==> src/rtl/dma_ctrl_pkg.sv <==
// Purpose: shared constants and types of the dual buffer serial dma control
// Assumes: 16-bit register port, 13-bit buffer byte addresses
// Notes: register offsets are byte addresses on the plain register port
package dma_ctrl_pkg;

    localparam int ADDR_W = 16;
    localparam int DATA_W = 16;
    localparam int BUF_AW = 13;
    localparam int IRQ_W = 6;

    ////////////////////////////////////////////////////////////////////////////
    // register offsets
    localparam logic [15:0] DMA_STATUS_OFS = 16'h4416;
    localparam logic [15:0] DMA_CONTROL_OFS = 16'h4418;
    localparam logic [15:0] IRQ_STATUS_OFS = 16'h441A;
    localparam logic [15:0] IRQ_CLEAR_OFS = 16'h441C;
    localparam logic [15:0] IRQ_ENABLE_OFS = 16'h441E;

    ////////////////////////////////////////////////////////////////////////////
    // dma_control fields
    localparam int CTL_RX_LOAD_A = 0;
    localparam int CTL_RX_LOAD_B = 1;
    localparam int CTL_TX_LOAD_A = 2;
    localparam int CTL_TX_LOAD_B = 3;
    localparam int CTL_RX_RST = 4;
    localparam int CTL_TX_RST = 5;

    // dma_status fields
    localparam int STS_RX_ACT_A = 0;
    localparam int STS_TX_ACT_A = 2;
    localparam int STS_OVF_A = 4;

    // interrupt status, clear and enable fields
    localparam int IRQ_RX_DONE_A = 0;
    localparam int IRQ_TX_DONE_A = 2;
    localparam int IRQ_OVF_A = 4;

    ////////////////////////////////////////////////////////////////////////////
    // reset values
    localparam logic [15:0] RD_DATA_RST = 16'h0000;
    localparam logic [5:0] IRQ_RST = 6'h00;
    localparam logic [12:0] PTR_RST = 13'h0000;

    typedef enum logic [0:0] {
        CH_IDLE = 1'b0,
        CH_RUN = 1'b1
    } chan_state_t;

endpackage

==> src/rtl/dma_channel.sv <==
// Purpose: one direction of the a/b buffer dma engine
// Assumes: partner pulses ack once per byte while req is high
// Notes: end address is inclusive; buffer a is served first after reset
`timescale 1ns/1ps

module dma_channel (
    // clock and reset
    input wire logic ref_clk,
    input wire logic rst,
    // control
    input wire logic dma_rst,
    input wire logic load_a,
    input wire logic load_b,
    input wire logic [12:0] beg_a,
    input wire logic [12:0] end_a,
    input wire logic [12:0] beg_b,
    input wire logic [12:0] end_b,
    // byte transfer
    input wire logic ack,
    output logic req,
    output logic [12:0] addr,
    // state
    output logic [1:0] load_bits,
    output logic [1:0] active,
    output logic next_b,
    output logic [1:0] done
);

    typedef struct packed {
        dma_ctrl_pkg::chan_state_t state;
        logic req;
        logic sel;
        logic next_b;
        logic [1:0] lod;
        logic [1:0] done;
        logic [12:0] ptr;
        logic [12:0] beg_a;
        logic [12:0] end_a;
        logic [12:0] beg_b;
        logic [12:0] end_b;
    } chan_t;

    chan_t st_reg;
    chan_t st_next;
    logic pick;

    always_comb begin
        st_next = st_reg;
        st_next.done = 2'h0;
        pick = st_reg.lod[st_reg.next_b] ? st_reg.next_b : !st_reg.next_b;
        if (dma_rst) begin
            // reset drops pending loads too
            st_next.state = dma_ctrl_pkg::CH_IDLE;
            st_next.req = 1'b0;
            st_next.lod = 2'h0;
            st_next.sel = 1'b0;
            st_next.next_b = 1'b0;
            st_next.ptr = dma_ctrl_pkg::PTR_RST;
        end else begin
            // a reload of a busy buffer would corrupt it, so it is ignored
            if (load_a && !st_reg.lod[0]) begin
                st_next.lod[0] = 1'b1;
                st_next.beg_a = beg_a;
                st_next.end_a = end_a;
            end
            if (load_b && !st_reg.lod[1]) begin
                st_next.lod[1] = 1'b1;
                st_next.beg_b = beg_b;
                st_next.end_b = end_b;
            end
            case (st_reg.state)
                dma_ctrl_pkg::CH_IDLE: begin
                    if (|st_reg.lod) begin
                        st_next.state = dma_ctrl_pkg::CH_RUN;
                        st_next.req = 1'b1;
                        st_next.sel = pick;
                        st_next.ptr = pick ? st_reg.beg_b : st_reg.beg_a;
                    end
                end
                dma_ctrl_pkg::CH_RUN: begin
                    if (ack) begin
                        if (st_reg.ptr == (st_reg.sel ? st_reg.end_b : st_reg.end_a)) begin
                            st_next.lod[st_reg.sel] = 1'b0;
                            st_next.done[st_reg.sel] = 1'b1;
                            st_next.next_b = !st_reg.sel;
                            st_next.state = dma_ctrl_pkg::CH_IDLE;
                            st_next.req = 1'b0;
                        end else begin
                            st_next.ptr = st_reg.ptr + 13'h0001;
                        end
                    end
                end
                default: begin
                    st_next.state = dma_ctrl_pkg::CH_IDLE;
                    st_next.req = 1'b0;
                end
            endcase
        end
    end

    always_ff @(posedge ref_clk or posedge rst) begin
        if (rst) begin
            st_reg <= '0;
        end else begin
            st_reg <= st_next;
        end
    end

    assign req = st_reg.req;
    assign addr = st_reg.ptr;
    assign load_bits = st_reg.lod;
    assign active = {st_reg.req & st_reg.sel, st_reg.req & !st_reg.sel};
    assign next_b = st_reg.next_b;
    assign done = st_reg.done;
endmodule

==> src/rtl/serial_dual_buffer_dma_ctrl.sv <==
// Purpose: control and status registers of the dual buffer serial dma
// Assumes: one clock, buffer addresses come from the address registers outside
// Notes: read data is valid only in the cycle after the read strobe
//
// Our own choice: the address-and-strobe port.
`timescale 1ns/1ps

// Notes on behaviour
// - writing one to control bit 5 resets transmit dma; bit self-clears.
// - writing one to control bit 4 resets receive dma; bit self-clears.
// - control bit 3 latches transmit buffer b addresses and starts it.
// - control bit 2 latches transmit buffer a addresses and starts it.
// - control bit 1 latches receive buffer b addresses and starts it.
// - control bit 0 latches receive buffer a addresses and starts it.
// - hardware clears each load bit when its buffer transfer completes.
// - writing zero to a load bit changes nothing.
// - a load bit reads one while its buffer is active or pending.
// - a load bit reads zero once its buffer is complete or idle.
module serial_dual_buffer_dma_ctrl (
    // clock and reset
    input wire logic ref_clk,
    input wire logic rst,
    // register port
    input wire logic [15:0] addr,
    input wire logic [15:0] wr_data,
    input wire logic wr_en,
    input wire logic rd_en,
    output logic [15:0] rd_data,
    // buffer address configuration
    input wire logic [12:0] rx_beg_a,
    input wire logic [12:0] rx_end_a,
    input wire logic [12:0] rx_beg_b,
    input wire logic [12:0] rx_end_b,
    input wire logic [12:0] tx_beg_a,
    input wire logic [12:0] tx_end_a,
    input wire logic [12:0] tx_beg_b,
    input wire logic [12:0] tx_end_b,
    // transmit byte transfer
    output logic tx_req,
    output logic [12:0] tx_addr,
    input wire logic tx_ack,
    // receive byte transfer
    output logic rx_req,
    output logic [12:0] rx_addr,
    input wire logic rx_ack,
    input wire logic rx_fifo_overflow,
    // interrupt
    output logic irq
);

    typedef struct packed {
        logic [15:0] rd_data;
        logic [1:0] ovf;
        logic [5:0] irq_sts;
        logic [5:0] irq_en;
        logic irq;
    } regs_t;

    regs_t st_reg;
    regs_t st_next;

    logic wr_ctl;
    logic tx_dma_reset;
    logic rx_dma_reset;
    logic tx_load_buf_a;
    logic tx_load_buf_b;
    logic rx_load_buf_a;
    logic rx_load_buf_b;
    logic [1:0] tx_lod;
    logic [1:0] rx_lod;
    logic [1:0] tx_act;
    logic [1:0] rx_act;
    logic [1:0] tx_done;
    logic [1:0] rx_done;
    logic tx_next_b;
    logic rx_next_b;
    logic [1:0] ovf_set;
    logic [5:0] irq_ev;
    logic [15:0] ctl_view;
    logic [15:0] sts_view;

    ////////////////////////////////////////////////////////////////////////////
    // control write decode
    assign wr_ctl = wr_en && addr == dma_ctrl_pkg::DMA_CONTROL_OFS;
    // reset bits are strobes, never stored, so they always read zero
    assign tx_dma_reset = wr_ctl && wr_data[dma_ctrl_pkg::CTL_TX_RST];
    assign rx_dma_reset = wr_ctl && wr_data[dma_ctrl_pkg::CTL_RX_RST];
    // only ones act; zeros leave load bits alone
    assign tx_load_buf_b = wr_ctl && wr_data[dma_ctrl_pkg::CTL_TX_LOAD_B];
    assign tx_load_buf_a = wr_ctl && wr_data[dma_ctrl_pkg::CTL_TX_LOAD_A];
    assign rx_load_buf_b = wr_ctl && wr_data[dma_ctrl_pkg::CTL_RX_LOAD_B];
    assign rx_load_buf_a = wr_ctl && wr_data[dma_ctrl_pkg::CTL_RX_LOAD_A];

    ////////////////////////////////////////////////////////////////////////////
    // engines
    dma_channel tx_chan (
        .ref_clk(ref_clk),
        .rst(rst),
        .dma_rst(tx_dma_reset),
        .load_a(tx_load_buf_a),
        .load_b(tx_load_buf_b),
        .beg_a(tx_beg_a),
        .end_a(tx_end_a),
        .beg_b(tx_beg_b),
        .end_b(tx_end_b),
        .ack(tx_ack),
        .req(tx_req),
        .addr(tx_addr),
        .load_bits(tx_lod),
        .active(tx_act),
        .next_b(tx_next_b),
        .done(tx_done)
    );

    dma_channel rx_chan (
        .ref_clk(ref_clk),
        .rst(rst),
        .dma_rst(rx_dma_reset),
        .load_a(rx_load_buf_a),
        .load_b(rx_load_buf_b),
        .beg_a(rx_beg_a),
        .end_a(rx_end_a),
        .beg_b(rx_beg_b),
        .end_b(rx_end_b),
        .ack(rx_ack),
        .req(rx_req),
        .addr(rx_addr),
        .load_bits(rx_lod),
        .active(rx_act),
        .next_b(rx_next_b),
        .done(rx_done)
    );

    ////////////////////////////////////////////////////////////////////////////
    // overrun: only counts while neither receive buffer can take bytes
    assign ovf_set[0] = rx_fifo_overflow && rx_lod == 2'h0 && !rx_next_b;
    assign ovf_set[1] = rx_fifo_overflow && rx_lod == 2'h0 && rx_next_b;

    assign irq_ev = {ovf_set, tx_done, rx_done};

    // load bits mirror the engine: one while active or pending
    assign ctl_view = {12'h000, tx_lod, rx_lod};
    // active flags straight from the engines
    assign sts_view = {10'h000, st_reg.ovf, tx_act, rx_act};

    always_comb begin
        st_next = st_reg;
        // reloading a buffer clears its overrun; a new overrun wins
        if (rx_load_buf_a) begin
            st_next.ovf[0] = 1'b0;
        end
        if (rx_load_buf_b) begin
            st_next.ovf[1] = 1'b0;
        end
        if (rx_dma_reset) begin
            st_next.ovf = 2'h0;
        end
        st_next.ovf = st_next.ovf | ovf_set;
        if (wr_en && addr == dma_ctrl_pkg::IRQ_ENABLE_OFS) begin
            st_next.irq_en = wr_data[5:0];
        end
        if (wr_en && addr == dma_ctrl_pkg::IRQ_CLEAR_OFS) begin
            st_next.irq_sts = st_reg.irq_sts & ~wr_data[5:0];
        end
        st_next.irq_sts = st_next.irq_sts | irq_ev;
        st_next.irq = |(st_next.irq_sts & st_next.irq_en);
        st_next.rd_data = dma_ctrl_pkg::RD_DATA_RST;
        if (rd_en) begin
            case (addr)
                dma_ctrl_pkg::DMA_STATUS_OFS: st_next.rd_data = sts_view;
                dma_ctrl_pkg::DMA_CONTROL_OFS: st_next.rd_data = ctl_view;
                dma_ctrl_pkg::IRQ_STATUS_OFS: st_next.rd_data = {10'h000, st_reg.irq_sts};
                dma_ctrl_pkg::IRQ_ENABLE_OFS: st_next.rd_data = {10'h000, st_reg.irq_en};
                default: st_next.rd_data = dma_ctrl_pkg::RD_DATA_RST;
            endcase
        end
    end

    always_ff @(posedge ref_clk or posedge rst) begin
        if (rst) begin
            st_reg.rd_data <= dma_ctrl_pkg::RD_DATA_RST;
            st_reg.ovf <= 2'h0;
            st_reg.irq_sts <= dma_ctrl_pkg::IRQ_RST;
            st_reg.irq_en <= dma_ctrl_pkg::IRQ_RST;
            st_reg.irq <= 1'b0;
        end else begin
            st_reg <= st_next;
        end
    end

    assign rd_data = st_reg.rd_data;
    assign irq = st_reg.irq;
endmodule

==> config.mk <==
export PLATFORM = sky130hd
export DESIGN_NAME = serial_dual_buffer_dma_ctrl
export DESIGN_NICKNAME = d
export VERILOG_FILES = /design/src/rtl/dma_ctrl_pkg.sv /design/src/rtl/dma_channel.sv /design/src/rtl/serial_dual_buffer_dma_ctrl.sv
export SDC_FILE = /design/constraint.sdc
export NUM_CORES = 1
export LEC_CHECK = 0
export BUFFER_PORTS_ARGS = -buffer_cell sky130_fd_sc_hd__buf_2
export CAP_MARGIN = 0
export CORE_MARGIN = 2
export CORE_UTILIZATION = 50
export DETAILED_ROUTE_END_ITERATION = 8
export GPL_ROUTABILITY_DRIVEN = 1
export PLACE_DENSITY = 0.77
export SYNTH_ARGS = -nofsm -noshare
export SYNTH_HDL_FRONTEND = slang
export SYNTH_SLANG_ARGS = --single-unit
export TNS_END_PERCENT = 20
==> constraint.sdc <==
create_clock -name ref_clk -period 4.6 [get_ports ref_clk]
set_input_delay 0.46 -clock ref_clk [delete_from_list [all_inputs] [get_ports ref_clk]]
set_output_delay 0.46 -clock ref_clk [all_outputs]
set_load 0.01 [all_outputs]
==> results.py <==
metrics = {
    "routing": {
        "antenna_left": 0,
        "wl_per_cell_microns": 18.1,
        "drtIter0Drc": 522,
        "vias": 6240,
        "firstDrtPassIters": 5,
        "drc": 0,
        "wl_microns": 20000,
        "viasPerCell": 5.66,
    },
    "floorplan": {
        "fp.dieH_microns": 136,
        "die_w_microns": 136,
        "core_sq_um": 17200,
        "num_rows": 48,
        "start_util": 0.508,
        "die_area_sq_um": 18500,
        "ios": 188,
    },
    "global_routing": {
        "track_usage": 0.222,
        "grt_pass1_wl_microns": 32100,
        "grt_pass1_vias": 6143,
        "gr-total-overflow": 0,
        "antenna_found_initial": 1,
        "grt_max_degree": 129,
    },
    "synthesis": {
        "ys_warn_count": 0,
        "synth_compound_area_frac": 0.0912,
        "async_reset_ff_frac": 1.00,
        "synth_top_family_by_area": "multiplexers",
        "synth.distinct_cells": 50,
        "ys_seq_elements": 167,
        "synth_xor_area_frac": 0.0271,
        "synth_edf_count": 0,
        "synth-main-ff-cell": "dfrtp_1",
        "synth_area_sq_um": 8720,
        "synth-seq-area-share": 0.479,
        "avgSynthCellArea_sq_um": 11.8,
        "synth_cells": 739,
        "synthAdderAreaFrac": 0.00287,
        "synth_simple_gate_area_frac": 0.100,
        "synth.area.mux_share": 0.232,
    },
    "clock_network": {
        "cts_root_buffer": "clkbuf_16",
        "clk_latency_ns": 0.43,
        "cts-resized-gates": 0,
        "cts_hold_repair.buffers": 0,
        "path_clk_slew_ns": 0.07,
        "htree_levels": 4,
        "clock_path_buffers": 2,
        "clock_sinks": 167,
        "cts_tree": "yes",
        "numCtsBuffers": 17,
        "cts_setup_buffers": 0,
    },
    "setup_path": {
        "crit_buf_inv": 1,
        "worstRegToRegCells": 7,
        "end_kind": "flip-flop",
        "cpMaxStageDelayCell": "dfrtp_1",
        "worstPathArrival_ns": 3.51,
        "critical_path_class": "reg -> reg",
        "crit_fanout": 14,
        "crit_family": "simple AND/OR/NAND/NOR gates",
        "crit_cells": 7,
        "reg2reg_slack_ns": 1.39,
        "required_ns": 4.89,
        "r2r-end": "rx_chan.addr[12]$_DFFE_PP0P_",
        "cp-start-kind": "flip-flop",
        "crit_chain": "buf_4, mux2i_1, xnor2_1, nor4_1, and4_1, or2_2, o21ai_0",
        "max_stage_delay_ns": 0.67,
        "crit-reg2reg-launch": "rx_chan.st_reg[70]$_DFFE_PP0P_",
    },
    "worst_hold_path": {
        "hp-class": "in -> async",
    },
    "power_and_ir_drop": {
        "p_comb_frac": 0.073,
        "p_leak_nw": 4.95,
        "p_int_mw": 2.35,
        "power.switching_mw": 0.839,
        "power_frac_seq": 0.484,
        "swShare": 0.263,
        "powerDensity_nw_per_um2": 319,
        "p_clk_frac": 0.443,
        "irDropWorstVdd_mv": 0.261,
    },
    "timing": {
        "hold_viol": 0,
        "clock.fmax_mhz": 311,
        "timing.hold.ws_ns": 0.196,
        "drv_slew": 0,
        "layout_setup_ws_ns": 1.39,
        "worst_slew_pin_slew_ns": 1.20,
        "fin_crit_sh": 0.699,
        "setup_viol": 0,
        "slew_headroom": 0.189,
        "rsz0062_at_grt": "false",
        "skew_ns": 0.00856,
        "min_period_ns": 3.21,
        "setup_tns_ns": 0,
    },
    "run_status": {
        "status": "completed",
    },
    "place": {
        "hpwl_microns": 13800,
        "place_area_sq_um": 9420,
        "placed_cells": 1069,
        "io_buffer_count": 167,
        "post-place-ws_ns": 1.56,
        "gp_congestion": 0.915,
    },
    "finish": {
        "nets": 1008,
        "fin_area_sq_um": 10000,
        "instances_no_fill": 1102,
        "syn2layout_area_growth_pct": 14.8,
        "post_route_cells_drive_above_1_share": 0.381,
    },
    "flow_run": {
        "cap_violations": 0,
    },
}
worst max path at each step:
stage,startpoint,end,slack (ns)
after global routing,rx_chan.st_reg[70]$_DFFE_PP0P_,rx_chan.addr[5]$_DFFE_PP0P_,1.28
final,rx_chan.st_reg[70]$_DFFE_PP0P_,rx_chan.addr[12]$_DFFE_PP0P_,1.39
after global placement,rx_chan.st_reg[70]$_DFFE_PP0P_,rx_chan.addr[6]$_DFFE_PP0P_,1.55
after CTS,rx_chan.st_reg[70]$_DFFE_PP0P_,rx_chan.addr[12]$_DFFE_PP0P_,1.52
after detailed placement,rx_chan.st_reg[70]$_DFFE_PP0P_,rx_chan.addr[5]$_DFFE_PP0P_,1.56
after floorplan,addr[9],rx_chan.st_reg[0]$_DFFE_PP0P_,1.96
power groups by stage:
stage | sequential, mW | combinational, mW | clock, mW
floorplan | 1.54 | 0.170 | 0
global route | 1.55 | 0.262 | 1.51
detailed placement | 1.57 | 0.234 | 0
finish | 1.55 | 0.232 | 1.41
CTS | 1.54 | 0.235 | 1.44
global placement | 1.57 | 0.231 | 0
cells by family (layout without fill, tap and decap cells):
| logic type | Yosys count | count (layout) |
|---|---|---|
| buf+inv | 90 | 218 |
| other cells | 1 | 11 |
| flops | 167 | 167 |
| mux | 166 | 166 |
| simple gates | 164 | 164 |
| fa+ha+maj | 2 | 2 |
| compound gates | 122 | 122 |
| xor+xnor | 27 | 27 |
layer usage:
layer / GRT usage / wire (microns) / vias to the layer above
met5: 0 / 0 / -
met4: 0.0787 / 369 / 0
met3: 0.0436 / 1080 / 30
met2: 0.338 / 9370 / 201
met1: 0.318 / 9150 / 3121
li1: - / - / 2888
synth_stat cells, types with 4 or more instances:
cell type	count	share of area
dfrtp_1	167	0.48
mux2_4	60	0.10
mux2i_1	56	0.064
mux2_2	50	0.065
buf_4	44	0.038
nand2_1	42	0.018
nor2_1	39	0.017
a21oi_1	23	0.013
nand3_1	21	0.012
o21ai_0	21	0.012
o22ai_1	21	0.015
clkbuf_1	20	0.0086
nor3_1	19	0.011
o211ai_1	18	0.015
xor2_1	15	0.015
xnor2_1	12	0.012
a31oi_1	10	0.0072
inv_1	10	0.0043
nand4_1	9	0.0065
a222oi_1	6	0.0069
buf_2	6	0.0034
buf_8	6	0.010
o31ai_1	5	0.0043
or2_2	5	0.0036
and3_1	4	0.0029
cells in the final DEF, fill, tap and decap left out, drive strengths merged, types with 15 or more instances in the layout:
cell / synthesis / routed
inv: 10 / 16
o21ai: 21 / 21
mux2i: 56 / 56
xor2: 15 / 15
nand2: 42 / 42
dfrtp: 167 / 167
o22ai: 21 / 21
o211ai: 18 / 18
mux2: 110 / 110
nand3: 22 / 22
buf: 60 / 176
nor2: 39 / 39
nor3: 19 / 19
a21oi: 23 / 23
clkbuf: 20 / 17
metrics by stage:
step / util / total power [mW]
6_report: 0.583 / 3.19
5_1_grt: 0.583 / 3.32
4_1_cts: 0.583 / 3.22
3_5_place_dp: 0.549 / 1.81
3_3_place_gp: 0.549 / 1.80
2_1_floorplan: - / 1.71
cell type report:
cell class                 instances  area [sq um]
antenna                            1          2.50
fill                            1476          7160
inverter                          10          41.3
clock buffer                      17           425
sequential                       167          4180
tap                              225           282
multi-input combinational        491          4010
clock inverter                    15           163
timing repair buffer             176           916
Power figures use the tool's default switching activity.
